==> src/dotc_pkg.sv <==
// package for the dram termination control block: field layouts, latency offsets, types
// assumes one command clock, mode register images supplied as plain ports
package dotc_pkg;
   localparam int DOTC_RTT_W     = 3;           // width of each termination code
   localparam int DOTC_LAT_W     = 6;           // width of latency counts
   localparam int DOTC_PIPE_D    = 64;          // depth of the odt sample history
   localparam int DOTC_NOM_HI    = 10;          // mr1 nominal field msb
   localparam int DOTC_NOM_LO    = 8;           // mr1 nominal field lsb
   localparam int DOTC_WR_HI     = 11;          // mr2 write field msb
   localparam int DOTC_WR_LO     = 9;           // mr2 write field lsb
   localparam int DOTC_DYN_B0    = 9;           // mr2 bit a9
   localparam int DOTC_DYN_B1    = 10;          // mr2 bit a10
   localparam int DOTC_PARK_HI   = 8;           // mr5 park field msb
   localparam int DOTC_PARK_LO   = 6;           // mr5 park field lsb
   localparam int DOTC_IBD_B     = 5;           // mr5 bit a5, odt buffer disable
   localparam logic [DOTC_LAT_W-1:0] DOTC_PRE1_SUB = 6'h02; // offset with 1 tck preamble
   localparam logic [DOTC_LAT_W-1:0] DOTC_PRE2_SUB = 6'h03; // offset with 2 tck preamble
   localparam logic [DOTC_LAT_W-1:0] DOTC_ANPD_SUB = 6'h01; // tanpd = wl - 1
   localparam logic [DOTC_LAT_W-1:0] DOTC_BC4_P1   = 6'h04; // bc4, 1 tck, crc off
   localparam logic [DOTC_LAT_W-1:0] DOTC_BC4_P1C  = 6'h05; // bc4, 1 tck, crc on (illegible, assumed)
   localparam logic [DOTC_LAT_W-1:0] DOTC_BC4_P2   = 6'h05; // bc4, 2 tck, crc off
   localparam logic [DOTC_LAT_W-1:0] DOTC_BC4_P2C  = 6'h08; // bc4, 2 tck, crc on
   localparam logic [DOTC_LAT_W-1:0] DOTC_BL8_P1   = 6'h06; // bl8, 1 tck, crc off
   localparam logic [DOTC_LAT_W-1:0] DOTC_BL8_P1C  = 6'h07; // bl8, 1 tck, crc on
   localparam logic [DOTC_LAT_W-1:0] DOTC_BL8_P2   = 6'h07; // bl8, 2 tck, crc off
   localparam logic [DOTC_LAT_W-1:0] DOTC_BL8_P2C  = 6'h08; // bl8, 2 tck, crc on
   localparam logic [DOTC_RTT_W-1:0] DOTC_RTT_OFF  = 3'h0;  // code for disabled/hi-z

   // latency configuration carried as one bundle
   typedef struct packed {
      logic [DOTC_LAT_W-1:0] cwl;               // cas write latency
      logic [DOTC_LAT_W-1:0] al;                // additive latency
      logic [DOTC_LAT_W-1:0] pl;                // parity latency
      logic                  pre2;              // 2 tck write preamble
      logic                  crc;               // write crc enabled
   } dotc_lat_t;

   // applied termination state
   typedef enum logic [1:0] {
      DOTC_ST_HIZ,
      DOTC_ST_PARK,
      DOTC_ST_NOM,
      DOTC_ST_WR
   } dotc_state_t;
endpackage

==> src/dotc_ctrl.sv <==
// termination control core of the dram: dynamic write switching, direct odt, async and power-down modes
// assumes commands are already decoded to a one-cycle write strobe on i_clk; the odt pin is asynchronous
//
// How it works
// - dynamic switching when mr2 a9 or a10 set
// - values from mr1[10:8], mr2[11:9], mr5[8:6]
// - idle: nom follows delayed odt, else park
// - write selects rtt_wr after odtlcnw cycles
// - bc4 releases rtt_wr at cnw plus 4/5/8
// - bl8 releases rtt_wr at cnw plus 6/7/8
// - burst length per write, fixed or otf
// - no dynamic switching while dll off
// - dll off: odt not delayed by latency
// - async: park to nom on odt high
// - async: nom to park on odt low
// - buffer disable: no nom in power-down
// - nom drops only once cke is low, not tanpd before entry
// - priority off, wr, nom, park
// - dodtl = cwl+al+pl minus 2 or 3
`timescale 1ns/10ps
module dotc_ctrl
   import dotc_pkg::*;
(
   input  wire logic                  i_clk,       // 125 MHz command clock
   input  wire logic                  i_sys_rst,   // synchronous, active high
   input  wire logic                  i_odt,       // odt pin, asynchronous to logic
   input  wire logic                  i_cke_reg,   // cke as registered by the command decoder
   input  wire logic                  i_wr_cmd,    // one-cycle strobe: any write registered
   input  wire logic                  i_wr_bc4,    // burst chop 4 in force for this write
   input  wire logic                  i_dll_off,   // dll off mode
   input  wire logic                  i_self_ref,  // self refresh: termination off
   input  wire logic [13:0]           i_mr1,       // mode register 1 image
   input  wire logic [13:0]           i_mr2,       // mode register 2 image
   input  wire logic [13:0]           i_mr5,       // mode register 5 image
   input  wire dotc_lat_t             i_lat,       // latency and preamble settings
   output logic      [DOTC_RTT_W-1:0] o_rtt_code,  // applied termination value
   output dotc_state_t                o_rtt_state, // applied termination state
   output logic                       o_dyn_en     // dynamic switching active
);
   logic [2:0]                  odt_sync_r;    // three-stage pin synchroniser
   logic                        odt_q_r;       // filtered odt level
   logic [DOTC_PIPE_D-1:0]      odt_hist_r;    // odt history, bit 0 newest
   logic [DOTC_PIPE_D-1:0]      pd_hist_r;     // power-down history, bit 0 newest
   logic [DOTC_PIPE_D-1:0]      wr_on_r;       // write strobe history
   logic [DOTC_PIPE_D-1:0]      wr_off4_r;     // bc4 write strobe history
   logic [DOTC_PIPE_D-1:0]      wr_off8_r;     // bl8 write strobe history
   logic                        wr_act_r;      // rtt_wr window open
   logic                        pd_r;          // in power-down
   logic [DOTC_LAT_W-1:0]       wl;            // write latency
   logic [DOTC_LAT_W-1:0]       cnw;           // odtlcnw
   logic [DOTC_LAT_W-1:0]       off4;          // bc4 release latency
   logic [DOTC_LAT_W-1:0]       off8;          // bl8 release latency
   logic [DOTC_LAT_W-1:0]       anpd;          // tanpd
   logic [DOTC_RTT_W-1:0]       nom_val;       // mr1 nominal value
   logic [DOTC_RTT_W-1:0]       wr_val;        // mr2 write value
   logic [DOTC_RTT_W-1:0]       park_val;      // mr5 park value
   logic                        ibd_en;        // buffer disable option
   logic                        odt_eff;       // odt after latency or direct
   logic                        nom_blk;       // nominal blocked by power-down
   logic                        on_hit;        // write reaches odtlcnw
   logic                        off_hit;       // write reaches release point
   dotc_state_t                 st_nxt;        // next applied state
   logic [DOTC_RTT_W-1:0]       code_nxt;      // next applied value

   // tap a history vector at a latency; index 0 means the current cycle
   // bit k of a history holds the sample taken k+1 edges ago, so a tap at n
   // reads the event that happened n edges before the edge that uses it;
   // latencies of 64 or more would wrap, which the mode register ranges never reach
   function automatic logic dotc_tap(input logic [DOTC_PIPE_D-1:0] h, input logic [DOTC_LAT_W-1:0] n,
                                      input logic now);
      dotc_tap = (n == '0) ? now : h[n - 6'h01];
   endfunction

   // saturating subtract keeps short latency settings from wrapping
   function automatic logic [DOTC_LAT_W-1:0] dotc_sub(input logic [DOTC_LAT_W-1:0] a,
                                                       input logic [DOTC_LAT_W-1:0] b);
      dotc_sub = (a > b) ? a - b : '0;
   endfunction

   // field extraction and latency arithmetic
   always_comb begin
      nom_val  = i_mr1[DOTC_NOM_HI:DOTC_NOM_LO];
      wr_val   = i_mr2[DOTC_WR_HI:DOTC_WR_LO];
      park_val = i_mr5[DOTC_PARK_HI:DOTC_PARK_LO];
      ibd_en   = i_mr5[DOTC_IBD_B];
      // writes switch only with dll on and a9/a10 set; mr2 000 turns it off
      o_dyn_en = (i_mr2[DOTC_DYN_B0] | i_mr2[DOTC_DYN_B1]) & ~i_dll_off;
      wl       = DOTC_LAT_W'(i_lat.cwl + i_lat.al + i_lat.pl);
      cnw      = dotc_sub(wl, i_lat.pre2 ? DOTC_PRE2_SUB : DOTC_PRE1_SUB);
      anpd     = dotc_sub(wl, DOTC_ANPD_SUB);
      // release offsets from the preamble and crc matrix
      case ({i_lat.pre2, i_lat.crc})
         2'h0:    begin off4 = DOTC_BC4_P1;  off8 = DOTC_BL8_P1;  end
         2'h1:    begin off4 = DOTC_BC4_P1C; off8 = DOTC_BL8_P1C; end
         2'h2:    begin off4 = DOTC_BC4_P2;  off8 = DOTC_BL8_P2;  end
         default: begin off4 = DOTC_BC4_P2C; off8 = DOTC_BL8_P2C; end
      endcase
      off4 = DOTC_LAT_W'(cnw + off4);
      off8 = DOTC_LAT_W'(cnw + off8);
   end

   // pin synchroniser; a change counts once stages two and three agree
   // the pin has no relation to i_clk, so only the second stage feeds the
   // third and the filter; the cost is three to four cycles of extra delay,
   // which is far below the latency budget of the direct odt path
   always_ff @(posedge i_clk) begin
      if (i_sys_rst) begin
         odt_sync_r <= 3'h0;
         odt_q_r    <= 1'b0;
      end else begin
         odt_sync_r <= {odt_sync_r[1:0], i_odt};
         if (odt_sync_r[1] == odt_sync_r[2]) begin
            odt_q_r <= odt_sync_r[2];
         end
      end
   end

   // odt and power-down histories feed the direct latency taps
   // both histories shift every cycle, even in dll off mode, so that a change
   // back to synchronous mode finds them filled with real samples
   // the power-down history is tapped at cnw minus tanpd, which saturates to
   // zero, so nominal is withdrawn only while cke is low, whenever its odt sample was taken
   always_ff @(posedge i_clk) begin
      if (i_sys_rst) begin
         odt_hist_r <= '0;
         pd_hist_r  <= '0;
         pd_r       <= 1'b0;
      end else begin
         odt_hist_r <= {odt_hist_r[DOTC_PIPE_D-2:0], odt_q_r};
         pd_hist_r  <= {pd_hist_r[DOTC_PIPE_D-2:0], ~i_cke_reg};
         pd_r       <= ~i_cke_reg;
      end
   end

   // write strobes split by the burst length in force for each write
   // the burst kind is latched with the strobe, so a later on-the-fly change
   // cannot move the release point of a write already in flight
   always_ff @(posedge i_clk) begin
      if (i_sys_rst) begin
         wr_on_r   <= '0;
         wr_off4_r <= '0;
         wr_off8_r <= '0;
      end else begin
         wr_on_r   <= {wr_on_r[DOTC_PIPE_D-2:0], i_wr_cmd & o_dyn_en};
         wr_off4_r <= {wr_off4_r[DOTC_PIPE_D-2:0], i_wr_cmd & o_dyn_en & i_wr_bc4};
         wr_off8_r <= {wr_off8_r[DOTC_PIPE_D-2:0], i_wr_cmd & o_dyn_en & ~i_wr_bc4};
      end
   end

   // window open/close; a later write's turn-on wins over an earlier release
   // a turn-on in the cycle of an earlier write's release therefore keeps rtt_wr on without a one-cycle gap;
   // any release without a turn-on in the same cycle closes the window, even while a later write is in flight
   always_comb begin
      on_hit  = dotc_tap(wr_on_r, cnw, i_wr_cmd & o_dyn_en);
      off_hit = dotc_tap(wr_off4_r, off4, i_wr_cmd & o_dyn_en & i_wr_bc4)
              | dotc_tap(wr_off8_r, off8, i_wr_cmd & o_dyn_en & ~i_wr_bc4);
   end

   // rtt_wr window register, dropped at once if dynamic mode goes away
   always_ff @(posedge i_clk) begin
      if (i_sys_rst) begin
         wr_act_r <= 1'b0;
      end else if (!o_dyn_en) begin
         wr_act_r <= 1'b0;
      end else if (on_hit) begin
         wr_act_r <= 1'b1;
      end else if (off_hit) begin
         wr_act_r <= 1'b0;
      end
   end

   // direct odt path: latency taps in sync mode, straight level when dll is off
   // in dll off mode the filtered level is used as is: no additive or parity
   // latency applies there, and the output register adds the one edge of
   // response time counted from the sampling edge
   always_comb begin
      if (i_dll_off) begin
         odt_eff = odt_q_r;
         nom_blk = ibd_en & pd_r;
      end else begin
         odt_eff = dotc_tap(odt_hist_r, cnw, odt_q_r);
         // cnw minus tanpd saturates to zero, so the tap reads pd_r: only a current power-down blocks
         nom_blk = ibd_en & (pd_r | dotc_tap(pd_hist_r, dotc_sub(cnw, anpd), pd_r));
      end
   end

   // priority resolution of the applied termination
   // self refresh switches everything off; then rtt_wr, then nominal, then park
   // a zero code in a field means that level is disabled, so resolution falls
   // through to the next level rather than applying a disabled value
   always_comb begin
      if (i_self_ref) begin
         st_nxt   = DOTC_ST_HIZ;
         code_nxt = DOTC_RTT_OFF;
      end else if (wr_act_r && wr_val != DOTC_RTT_OFF) begin
         st_nxt   = DOTC_ST_WR;
         code_nxt = wr_val;
      end else if (odt_eff && !nom_blk && nom_val != DOTC_RTT_OFF) begin
         st_nxt   = DOTC_ST_NOM;
         code_nxt = nom_val;
      end else if (park_val != DOTC_RTT_OFF) begin
         st_nxt   = DOTC_ST_PARK;
         code_nxt = park_val;
      end else begin
         st_nxt   = DOTC_ST_HIZ;
         code_nxt = DOTC_RTT_OFF;
      end
   end

   // registered outputs
   // both outputs come from flip-flops so that the termination switch sees a
   // glitch-free code; this costs one edge on every latency, already counted
   always_ff @(posedge i_clk) begin
      if (i_sys_rst) begin
         o_rtt_state <= DOTC_ST_HIZ;
         o_rtt_code  <= DOTC_RTT_OFF;
      end else begin
         o_rtt_state <= st_nxt;
         o_rtt_code  <= code_nxt;
      end
   end

   // checks
   // timing seen by the properties: an event sampled at edge e sets the window
   // register at e, and the output register shows the result at e+1, so a
   // property on the window state looks one edge later and one on the output
   // state looks two edges later
   // the code checks compare against the field value of the previous cycle,
   // since the code register took its value then
   a_wr_needs_dyn: assert property (@(posedge i_clk) disable iff (i_sys_rst)
      (o_rtt_state == DOTC_ST_WR) |-> $past(o_dyn_en) || $past(wr_act_r))
      else $error("rtt_wr without dynamic mode");
   a_dyn_enable: assert property (@(posedge i_clk) disable iff (i_sys_rst)
      o_dyn_en == ((i_mr2[DOTC_DYN_B0] | i_mr2[DOTC_DYN_B1]) & ~i_dll_off))
      else $error("dynamic enable mismatch");
   a_wr_value: assert property (@(posedge i_clk) disable iff (i_sys_rst)
      (o_rtt_state == DOTC_ST_WR) |-> (o_rtt_code == $past(wr_val)))
      else $error("rtt_wr code wrong");
   a_wr_on_time: assert property (@(posedge i_clk) disable iff (i_sys_rst)
      (on_hit && o_dyn_en && !i_self_ref && wr_val != DOTC_RTT_OFF) |=> ##1 (o_rtt_state == DOTC_ST_WR))
      else $error("rtt_wr not selected at odtlcnw");
   a_wr_off_time: assert property (@(posedge i_clk) disable iff (i_sys_rst)
      (off_hit && !on_hit && o_dyn_en) |=> !wr_act_r)
      else $error("rtt_wr not released");
   a_wr_priority: assert property (@(posedge i_clk) disable iff (i_sys_rst)
      (wr_act_r && !i_self_ref && wr_val != DOTC_RTT_OFF) |=> (o_rtt_state == DOTC_ST_WR))
      else $error("rtt_wr lost priority");
   a_pd_no_nom: assert property (@(posedge i_clk) disable iff (i_sys_rst)
      (ibd_en && pd_r && $stable(ibd_en)) |=> (o_rtt_state != DOTC_ST_NOM))
      else $error("rtt_nom in power-down");
   a_async_on: assert property (@(posedge i_clk) disable iff (i_sys_rst)
      (i_dll_off && odt_q_r && !nom_blk && !i_self_ref && !wr_act_r && nom_val != DOTC_RTT_OFF)
      |=> (o_rtt_state == DOTC_ST_NOM))
      else $error("async turn-on missed");
   a_async_off: assert property (@(posedge i_clk) disable iff (i_sys_rst)
      (i_dll_off && !odt_q_r && !i_self_ref && !wr_act_r && park_val != DOTC_RTT_OFF)
      |=> (o_rtt_state == DOTC_ST_PARK))
      else $error("async turn-off missed");

   // self refresh overrides every other source of termination
   a_selfref_hiz: assert property (@(posedge i_clk) disable iff (i_sys_rst)
      i_self_ref |=> (o_rtt_state == DOTC_ST_HIZ && o_rtt_code == DOTC_RTT_OFF))
      else $error("termination on in self refresh");

   // park and nominal states carry their own field values
   a_park_code: assert property (@(posedge i_clk) disable iff (i_sys_rst)
      (o_rtt_state == DOTC_ST_PARK) |-> (o_rtt_code == $past(park_val)))
      else $error("rtt_park code wrong");
   a_nom_code: assert property (@(posedge i_clk) disable iff (i_sys_rst)
      (o_rtt_state == DOTC_ST_NOM) |-> (o_rtt_code == $past(nom_val)))
      else $error("rtt_nom code wrong");

   // nominal only follows a high effective odt level
   a_nom_needs_odt: assert property (@(posedge i_clk) disable iff (i_sys_rst)
      (o_rtt_state == DOTC_ST_NOM) |-> $past(odt_eff))
      else $error("rtt_nom without odt");

   // dll off closes any write window at the next edge
   a_dll_off_no_wr: assert property (@(posedge i_clk) disable iff (i_sys_rst)
      i_dll_off |=> !wr_act_r)
      else $error("write window open with dll off");

   c_write_window: cover property (@(posedge i_clk) disable iff (i_sys_rst)
      (o_rtt_state == DOTC_ST_WR) ##1 (o_rtt_state != DOTC_ST_WR));
   c_nom_on: cover property (@(posedge i_clk) disable iff (i_sys_rst) o_rtt_state == DOTC_ST_NOM);
   c_async_nom: cover property (@(posedge i_clk) disable iff (i_sys_rst)
      i_dll_off && o_rtt_state == DOTC_ST_NOM);
   c_pd_block: cover property (@(posedge i_clk) disable iff (i_sys_rst) nom_blk && odt_eff);
   // a write window opened while nominal was applied
   c_wr_over_nom: cover property (@(posedge i_clk) disable iff (i_sys_rst)
      (o_rtt_state == DOTC_ST_NOM) ##1 (o_rtt_state == DOTC_ST_WR));
endmodule // dotc_ctrl

==> config.mk <==
export PLATFORM = sky130hd
export DESIGN_NAME = dotc_ctrl
export DESIGN_NICKNAME = d
export VERILOG_FILES = /design/src/dotc_pkg.sv /design/src/dotc_ctrl.sv
export SDC_FILE = /design/constraint.sdc
export NUM_CORES = 1
export LEC_CHECK = 0
export ABC_AREA = 1
export BUFFER_PORTS_ARGS = -buffer_cell sky130_fd_sc_hd__buf_2
export CORE_ASPECT_RATIO = 0.9
export CORE_MARGIN = 2
export CORE_UTILIZATION = 66
export CTS_CLUSTER_DIAMETER = 150
export DETAILED_ROUTE_END_ITERATION = 16
export GPL_TIMING_DRIVEN = 1
export PLACE_DENSITY = 0.93
export SLEW_MARGIN = 20
export SYNTH_ARGS = -nofsm -noshare
export SYNTH_HDL_FRONTEND = slang
export SYNTH_SLANG_ARGS = --single-unit
==> constraint.sdc <==
create_clock -name i_clk -period 14.35 [get_ports i_clk]
set_input_delay 2.87 -clock i_clk [delete_from_list [all_inputs] [get_ports i_clk]]
set_output_delay 2.87 -clock i_clk [all_outputs]
set_load 0.01 [all_outputs]
==> results of run 1 <==
==> layout make-up <==
type | instances | area (um^2)
Timing Repair Buffer | 52 | 293
Inverter | 399 | 1500
Fill cell | 1469 | 5590
Tap cell | 286 | 358
Clock inverter | 6 | 68.8
Sequential cell | 330 | 6610
Antenna cell | 1 | 2.50
Clock buffer | 45 | 837
Multi-Input combinational cell | 1093 | 5640
==> worst min-delay path, stage by stage, from the launching register on <==
cell and delay (ps):
dfxtp_1 310, inv_1 50, nor2_1 30
==> logic make-up after synthesis <==
logic type,synth area share
AO/OA/AOI/OAI,0.123
adder cells (fa/ha/maj),0.0343
buffers and inverters,0.135
AND/OR/NAND/NOR,0.221
flip-flops,0.467
XOR/XNOR,0.0201
==> registers in the layout (all words and copies together) (netlist names) <==
| signal | count |
|---|---|
| wr_act_r | 1 |
| odt_hist_r | 64 |
| wr_off4_r | 64 |
| o_rtt_code | 3 |
| odt_sync_r | 3 |
| o_rtt_state | 2 |
| wr_on_r | 64 |
| wr_off8_r | 64 |
| odt_q_r | 1 |
| pd_hist_r | 64 |
==> cells in the mapped netlist, drive strengths merged, types with 3 or more instances <==
| cell type | instances | area share |
|---|---|---|
| inv | 396 | 0.11 |
| nor2 | 373 | 0.10 |
| dfxtp | 330 | 0.47 |
| nand3 | 159 | 0.061 |
| o21ai | 159 | 0.056 |
| nand2 | 151 | 0.047 |
| a21oi | 128 | 0.045 |
| clkbuf | 78 | 0.021 |
| ha | 26 | 0.023 |
| xor2 | 20 | 0.014 |
| buf | 16 | 0.0080 |
| a31oi | 11 | 0.0049 |
| xnor2 | 9 | 0.0061 |
| fa | 8 | 0.011 |
| nand4 | 7 | 0.0035 |
| o211ai | 7 | 0.0041 |
| nor3 | 6 | 0.0025 |
| a221oi | 4 | 0.0025 |
| o21bai | 4 | 0.0021 |
| clkinv | 3 | 0.00080 |
| o221ai | 3 | 0.0019 |
| or2 | 3 | 0.0013 |
==> metal layers <==
layer	GRT usage	vias up	part of all wire	wire length, um
met5	0	-	0.00042	13
met4	0.106	2	0.030	927
met3	0.0464	97	0.060	1840
met2	0.484	412	0.49	15000
met1	0.339	5482	0.42	12800
li1	-	5885	-	-
==> layout by cell type (no fill, tap or decap), drive strengths merged, types with 9 or more instances in the layout <==
cell	instances
dfxtp	330
xor2	20
a21oi	128
ha	26
a31oi	11
inv	396
nor2	373
o21ai	159
nand3	159
xnor2	9
nand2	151
clkbuf	45
buf	52
==> power by group <==
part	switching [mW]	internal, mW	total (mW)
Sequential	0.00309	0.922	0.925
Combinational	1.30	0.625	1.93
Clock	0.328	0.418	0.746
Total	1.63	1.97	3.60
==> stage by stage <==
| stage | util | power, mW | cell area, um^2 | std cells | setup slack [ps] |
|---|---|---|---|---|---|
| 2_1_floorplan | - | 2.43 | 14100 | 1916 | 5700 |
| 3_3_place_gp | 0.689 | 2.75 | 14400 | 2160 | 4030 |
| 3_5_place_dp | 0.689 | 2.80 | 14400 | 2160 | 3830 |
| 4_1_cts | 0.732 | 3.57 | 15300 | 2211 | 4340 |
| 5_1_grt | 0.732 | 3.85 | 15300 | 2211 | 3680 |
| 6_report | 0.733 | 3.60 | 15300 | 2212 | 4180 |
==> worst paths after layout <==
path                                       to  cells past startpoint
worst max-delay path                 wr_act_r                     28
worst min-delay path            wr_off4_r[62]                      2
worst max register to register  o_rtt_code[0]                     13
worst min register to register  wr_off4_r[62]                      2
==> results.json, run 1 <==
{
  "status": "complete, no violations",
  "synth_nets": 2020,
  "worstSkewPairLatency_ps": 560,
  "cts.sinks": 330,
  "post_cts_buffers": 0,
  "syn2layout_area_growth_pct": 8.18,
  "cpMostUsedCell": "inv_1",
  "io_pins": 76,
  "drtPass1Iterations": 7,
  "fp.dieArea_um2": 22600,
  "max-slew-margin-rel": 0.300,
  "timing.rr.start": "odt_hist_r[26]",
  "track_usage": 0.276,
  "hp-start": "wr_off4_r[61]",
  "drtAntennaViolNets": 0,
  "p_leak_nw": 6.35,
  "first_iter_violations": 1320,
  "ctsHoldBuffers": 0,
  "hold_viol_final": 0,
  "vias": 11878,
  "power_density_nw_per_um2": 235,
  "syn_area_um2": 14100,
  "cts-resized-gates": 0,
  "fin_skew_ps": 17.5,
  "cts_buffers": 30,
  "drv_slew": 0,
  "die_h_um": 143,
  "num_rows": 50,
  "maxCapViolCount": 0,
  "setup_viol": 0,
  "synth_cell_types": 53,
  "grt_pass1_vias": 11661,
  "slowest_delay_ps": 1030,
  "synth_edf_count": 0,
  "ys.flop_type": "dfxtp_1",
  "hold_class": "reg -> reg",
  "yosysWarnings": 0,
  "initial_utilization": 0.677,
  "cp_max_fo": 114,
  "h-tree-depth": 1,
  "synth_seq_cells": 330,
  "cpLargestDelayFamily": "buffers and inverters",
  "fin_crit_ps": 10170,
  "r2r_slack_ps": 12310,
  "yosysSeqAreaShare": 0.467,
  "via_per_inst": 5.37,
  "cts_tree": "yes",
  "timing.final.crit_share": 0.709,
  "dieWidth_um": 158,
  "netlist_instances": 1916,
  "async_flop_share": 0,
  "hold-worst-slack_ps": 409,
  "worstSetupPathType": "in -> reg",
  "place.gp.congestion": 0.835,
  "core_um2": 20900,
  "io_buffer_count": 43,
  "crit_start": "i_lat[3]",
  "fmax_mhz": 98.3,
  "rsz0062_at_grt": "no",
  "cp-end-kind": "flip-flop",
  "cts.clk_slew.worst_paths_ps": 60,
  "grt_overflow_total": 0,
  "finalSetupTns_ps": 0,
  "drive_gt1_frac": 0.0727,
  "antenna_found_initial": 2,
  "arrival_ps": 10670,
  "wl_per_cell_um": 13.9,
  "crit_slowest_cell": "ha_1",
  "critical_path_required_ps": 14840,
  "synth.avg_cell_area_um2": 7.38,
  "nNetsFinal": 2010,
  "path_buf_inv": 9,
  "worst_slew_pin_slew_ps": 1050,
  "grt_start_max_net_pins": 140,
  "cts_buffer_depth": 3,
  "root_buffer": "clkbuf_16",
  "dp.final_hpwl_um": 19000,
  "drcViolationCount": 0,
  "grt_first_pass_wirelength_um": 51600,
  "wirelength_um": 30700,
  "critPathLaunchType": "input pin",
  "ir_drop_v": 0.000160
}
No activity file was read; power rests on OpenSTA's default activity.
==> run 2, diff against run 1 <==
--- a/config.mk
+++ b/config.mk
@@ -5,15 +5,15 @@
 export SDC_FILE = /design/constraint.sdc
 export NUM_CORES = 1
 export LEC_CHECK = 0
-export ABC_AREA = 1
+export ABC_AREA = 0
 export BUFFER_PORTS_ARGS = -buffer_cell sky130_fd_sc_hd__buf_2
 export CORE_ASPECT_RATIO = 0.9
 export CORE_MARGIN = 2
-export CORE_UTILIZATION = 66
+export CORE_UTILIZATION = 61
 export CTS_CLUSTER_DIAMETER = 150
 export DETAILED_ROUTE_END_ITERATION = 16
 export GPL_TIMING_DRIVEN = 1
-export PLACE_DENSITY = 0.93
+export PLACE_DENSITY = 0.88
 export SLEW_MARGIN = 20
 export SYNTH_ARGS = -nofsm -noshare
 export SYNTH_HDL_FRONTEND = slang
==> constraint.sdc (replaced) <==
create_clock -name i_clk -period 9.9 [get_ports i_clk]
set_input_delay 1.98 -clock i_clk [delete_from_list [all_inputs] [get_ports i_clk]]
set_output_delay 1.98 -clock i_clk [all_outputs]
set_load 0.01 [all_outputs]
==> run 2 against run 1 <==
Net effect:
- critical path depth grew 3
- die area grew 3.6%
- combinational power shrank 7%
- worst hold slack gained 32 ps
- register-to-register slack lost 5000 ps
- utilization shrank 4.3 points
- final cell count shrank 33%
- design area shrank 2.2%
- clock skew is essentially flat
==> results.json, run 2 <==
{
  "status": "complete, no violations",
  "cts.sinks": 330,
  "synth_nets": 1254,
  "worst_slew_pin_slew_ps": 1060,
  "wl_per_cell_um": 16.7,
  "fin_skew_ps": 17.6,
  "ir_drop_v": 0.000234,
  "slowest_delay_ps": 620,
  "finalSetupTns_ps": 0,
  "ctsHoldBuffers": 0,
  "p_leak_nw": 5.87,
  "critPathLaunchType": "input pin",
  "setup_viol": 0,
  "final_cell_mix": "dfxtp_1, nor2b_1, mux4_2",
  "synth_cell_types": 74,
  "rsz0062_at_grt": "no",
  "io_pins": 76,
  "via_per_inst": 5.59,
  "cts.clk_slew.worst_paths_ps": 60,
  "timing.final.crit_share": 0.908,
  "post-synth-top-count-cell": "dfxtp_1",
  "switching_share": 0.364,
  "cts_buffers": 31,
  "mostFrequentLayoutCell": "dfxtp_1",
  "vias": 8353,
  "power_frac_comb": 0.420,
  "hold_class": "reg -> reg",
  "final_cells": 1493,
  "ys.flop_type": "dfxtp_1",
  "synth_edf_count": 0,
  "initial_utilization": 0.625,
  "grt_start_max_net_pins": 118,
  "syn_area_um2": 13600,
  "synthTopCellsByArea": "dfxtp_1, nor2b_1, mux4_2, ha_1, mux4_1",
  "num_rows": 51,
  "h-tree-depth": 1,
  "wirelength_um": 24900,
  "async_flop_share": 0,
  "track_usage": 0.216,
  "synth_top_area_frac": 0.487,
  "fmax_mhz": 111,
  "power.switching_mw": 1.56,
  "dieWidth_um": 161,
  "die_h_um": 145,
  "intPower_mw": 2.72,
  "core_um2": 21700,
  "dp.final_hpwl_um": 16100,
  "arrival_ps": 9390,
  "grt_pass1_vias": 8447,
  "drv_slew": 0,
  "pwr-share-clk": 0.269,
  "cp-end-kind": "flip-flop",
  "power_density_nw_per_um2": 286,
  "nNetsFinal": 1281,
  "worstSetupPathType": "in -> reg",
  "crit_slowest_cell": "or4_4",
  "yosysSeqAreaShare": 0.487,
  "hold_viol_final": 0,
  "drtPass1Iterations": 5,
  "io_buffer_count": 43,
  "antenna_found_initial": 1,
  "synth.avg_cell_area_um2": 11.8,
  "worstSkewPairLatency_ps": 560,
  "maxCapViolCount": 0,
  "fp.dieArea_um2": 23400,
  "synth_area_leader_cell": "dfxtp_1",
  "syn2layout_area_growth_pct": 10.4,
  "drcViolationCount": 0,
  "synth_seq_cells": 330,
  "grt_overflow_total": 0,
  "cp_max_fo": 21,
  "dp.cells": 1435,
  "drtAntennaViolNets": 0,
  "first_iter_violations": 518,
  "fin_crit_ps": 8990,
  "root_buffer": "clkbuf_16",
  "seq_power_share": 0.312,
  "cpLargestDelayFamily": "simple AND/OR/NAND/NOR gates",
  "cts-resized-gates": 0,
  "cts_tree": "yes",
  "grt_first_pass_wirelength_um": 41600,
  "netlist_instances": 1150,
  "drive_gt1_frac": 0.170,
  "place.gp.congestion": 0.901,
  "critical_path_required_ps": 10300,
  "yosysWarnings": 0,
  "cts_buffer_depth": 3,
  "path_buf_inv": 6,
  "max-slew-margin-rel": 0.287,
  "cpMostUsedCell": "inv_1",
  "post_cts_buffers": 0,
  "synth_common_cells": "dfxtp_1, nor2b_1, mux4_2"
}
==> run 2: area by class of cell <==
cell class	count	area (um^2)
antenna	1	2.50
clock buffer	49	923
clock inverter	8	75.1
fill	1494	6730
inverter	28	105
multi-input combinational	735	6600
sequential	330	6610
tap	291	364
timing repair buffer	51	289
==> run 2: routing by layer <==
| layer | up-vias | GRT usage | wire, um |
|---|---|---|---|
| met5 | - | 0 | 7 |
| met4 | 2 | 0.0647 | 653 |
| met3 | 47 | 0.0419 | 1450 |
| met2 | 228 | 0.349 | 11600 |
| met1 | 4056 | 0.298 | 11200 |
| li1 | 4020 | - | - |
==> run 2: logic make-up after synthesis <==
group | share of synthesized area
AO/OA/AOI/OAI | 0.0502
adder cells (fa/ha/maj) | 0.0365
flip-flops | 0.487
XOR/XNOR | 0.0269
AND/OR/NAND/NOR | 0.199
multiplexers | 0.173
buffers and inverters | 0.0263
==> run 2: per-stage QoR <==
stage	worst slack, ps	hold WS [ps]	utilization	total power, mW	instance area (um^2)
floorplan	86.8	414	-	2.79	13600
global placement	625	425	0.644	3.08	14000
detailed placement	514	446	0.644	3.11	14000
CTS	1020	449	0.690	4.28	15000
global route	538	453	0.690	4.49	15000
finish	915	441	0.690	4.28	15000
==> run 2: power groups by stage <==
stage / Clock [mW] / Combinational (mW) / Sequential [mW]
6_report: 1.15 / 1.79 / 1.33
5_1_grt: 1.23 / 1.93 / 1.33
3_3_place_gp: 0 / 1.72 / 1.36
3_5_place_dp: 0 / 1.75 / 1.36
4_1_cts: 1.17 / 1.77 / 1.33
2_1_floorplan: 0 / 1.42 / 1.36
==> run 2: worst paths after layout <==
check | from | end | slack, ps | depth (start not counted)
setup reg to reg | odt_hist_r[48] | o_rtt_code[2] | 7270 | 8
hold / removal | odt_sync_r[0] | odt_sync_r[1] | 440 | 1
hold reg to reg | odt_sync_r[0] | odt_sync_r[1] | 440 | 1
setup / recovery | i_lat[3] | o_rtt_code[2] | 910 | 31
==> run 3, diff against run 2 <==
--- a/config.mk
+++ b/config.mk
@@ -6,14 +6,14 @@
 export NUM_CORES = 1
 export LEC_CHECK = 0
 export ABC_AREA = 0
-export BUFFER_PORTS_ARGS = -buffer_cell sky130_fd_sc_hd__buf_2
 export CORE_ASPECT_RATIO = 0.9
 export CORE_MARGIN = 2
-export CORE_UTILIZATION = 61
+export CORE_UTILIZATION = 63
 export CTS_CLUSTER_DIAMETER = 150
 export DETAILED_ROUTE_END_ITERATION = 16
+export DONT_BUFFER_PORTS = 1
 export GPL_TIMING_DRIVEN = 1
-export PLACE_DENSITY = 0.88
+export PLACE_DENSITY = 0.87
 export SLEW_MARGIN = 20
 export SYNTH_ARGS = -nofsm -noshare
 export SYNTH_HDL_FRONTEND = slang
==> run 3 against run 2 <==
Net effect:
- non-clock buffer count decreased by 44
- die area decreased by 3.1%
- via count decreased by 3.1%
- combinational power decreased by 3%
- maximum frequency increased by 2.1%
- clock skew decreased by 2.5 ps
==> results.json, run 3 (synthesis gave the netlist of run 2 again) <==
{
  "status": "complete, no violations",
  "final_cell_mix": "dfxtp_1, nor2b_1, mux4_2",
  "hold_class": "reg -> reg",
  "cpLargestDelayFamily": "simple AND/OR/NAND/NOR gates",
  "dieWidth_um": 159,
  "timing.final.crit_share": 0.889,
  "grt_start_max_net_pins": 324,
  "drcViolationCount": 0,
  "cts-resized-gates": 0,
  "ctsHoldBuffers": 0,
  "finalSetupTns_ps": 0,
  "cpMostUsedCell": "inv_1",
  "grt_overflow_total": 0,
  "dp.final_hpwl_um": 15200,
  "reg2reg_to": "o_rtt_code[0]",
  "fill_cells": 1426,
  "critical_path_required_ps": 10300,
  "cts_buffers": 30,
  "die_h_um": 143,
  "ir_drop_v": 0.000219,
  "path_buf_inv": 5,
  "worstSkewPairLatency_ps": 550,
  "wirelength_um": 24000,
  "fin_skew_ps": 15.1,
  "post_cts_buffers": 0,
  "fin_crit_ps": 8800,
  "nNetsFinal": 1236,
  "pre_cts_slack_ps": 622,
  "core_um2": 21000,
  "wl_per_cell_um": 16.7,
  "grt_pass1_vias": 8120,
  "rsz0062_at_grt": "no",
  "syn2layout_area_growth_pct": 9.03,
  "critPathLaunchType": "input pin",
  "hold_viol_final": 0,
  "dp.cells": 1386,
  "track_usage": 0.218,
  "cts_tree": "yes",
  "io_buffer_count": 0,
  "worstSetupPathType": "in -> reg",
  "cp_max_fo": 21,
  "worstHoldPathCells": 2,
  "mostFrequentLayoutCell": "dfxtp_1",
  "num_rows": 50,
  "cts.sinks": 330,
  "fp.dieArea_um2": 22700,
  "power_density_nw_per_um2": 291,
  "final_cells": 1441,
  "via_per_inst": 5.62,
  "r2r_slack_ps": 7240,
  "arrival_ps": 9200,
  "setup_viol": 0,
  "io_pins": 76,
  "cts.clk_slew.worst_paths_ps": 60,
  "drtPass1Iterations": 4,
  "worst_slew_pin_slew_ps": 870,
  "hp-start": "pd_hist_r[53]",
  "drtAntennaViolNets": 0,
  "cp-end-kind": "flip-flop",
  "timing.rr.start": "odt_hist_r[16]",
  "power_mw": 4.30,
  "fmax_mhz": 114,
  "max-slew-margin-rel": 0.420,
  "antenna_found_initial": 0,
  "place.gp.congestion": 0.871,
  "grt_first_pass_wirelength_um": 39900,
  "h-tree-depth": 1,
  "maxCapViolCount": 0,
  "hold_path_end": "pd_hist_r[54]",
  "hold-worst-slack_ps": 434,
  "first_iter_violations": 460,
  "p_leak_nw": 5.73,
  "drv_slew": 0,
  "initial_utilization": 0.647,
  "slowest_delay_ps": 630,
  "drive_gt1_frac": 0.142,
  "vias": 8097,
  "cts_buffer_depth": 3,
  "fin_ws_ps": 1100,
  "antenna_cells": 0,
  "crit_slowest_cell": "or4_4",
  "root_buffer": "clkbuf_16",
  "reg2regPathDepth": 8
}
run 3: layout make-up:
| cell class | instances | area (um^2) | share of cell area |
|---|---|---|---|
| Inverter | 28 | 105 | 0.00711 |
| Multi-Input combinational cell | 735 | 6600 | 0.447 |
| Tap cell | 286 | 358 | 0.0242 |
| Clock inverter | 16 | 213 | 0.0144 |
| Timing Repair Buffer | 7 | 52.6 | 0.00355 |
| Clock buffer | 39 | 846 | 0.0572 |
| Sequential cell | 330 | 6610 | 0.447 |
run 3: worst min-delay path, stage by stage (launching register included):
cell and delay [ps]:
dfxtp_1 300, inv_1 60, nor2_1 40
run 3: worst max-delay path by stage:
stage,start,to,slack (ps),cells after the start
floorplan,i_lat[3],wr_act_r,90,28
global placement,i_lat[3],o_rtt_code[0],720,30
detailed placement,i_lat[3],o_rtt_code[0],620,30
CTS,i_lat[3],o_rtt_code[0],1180,30
global route,i_lat[3],o_rtt_code[0],720,30
finish,i_lat[3],o_rtt_code[0],1100,30
run 3: metal layers:
metal,vias up,GRT usage,routed length [um]
li1,3937,-,-
met1,3963,0.312,11400
met2,158,0.344,10900
met3,39,0.0470,1320
met4,0,0.0450,392
met5,-,0,0
run 3: metrics by stage:
| step | area, um^2 | util |
|---|---|---|
| finish | 14800 | 0.705 |
| CTS | 14800 | 0.705 |
| global placement | 13700 | 0.655 |
| floorplan | 13600 | - |
| detailed placement | 13700 | 0.655 |
| global route | 14800 | 0.705 |
run 3: power breakdown:
group	internal (mW)	leakage [nW]	total (mW)	switching, mW
clock network	0.733	0.530	1.22	0.488
registers	1.33	2.66	1.33	0.00371
logic	0.721	2.54	1.74	1.02
total	2.78	5.73	4.30	1.51
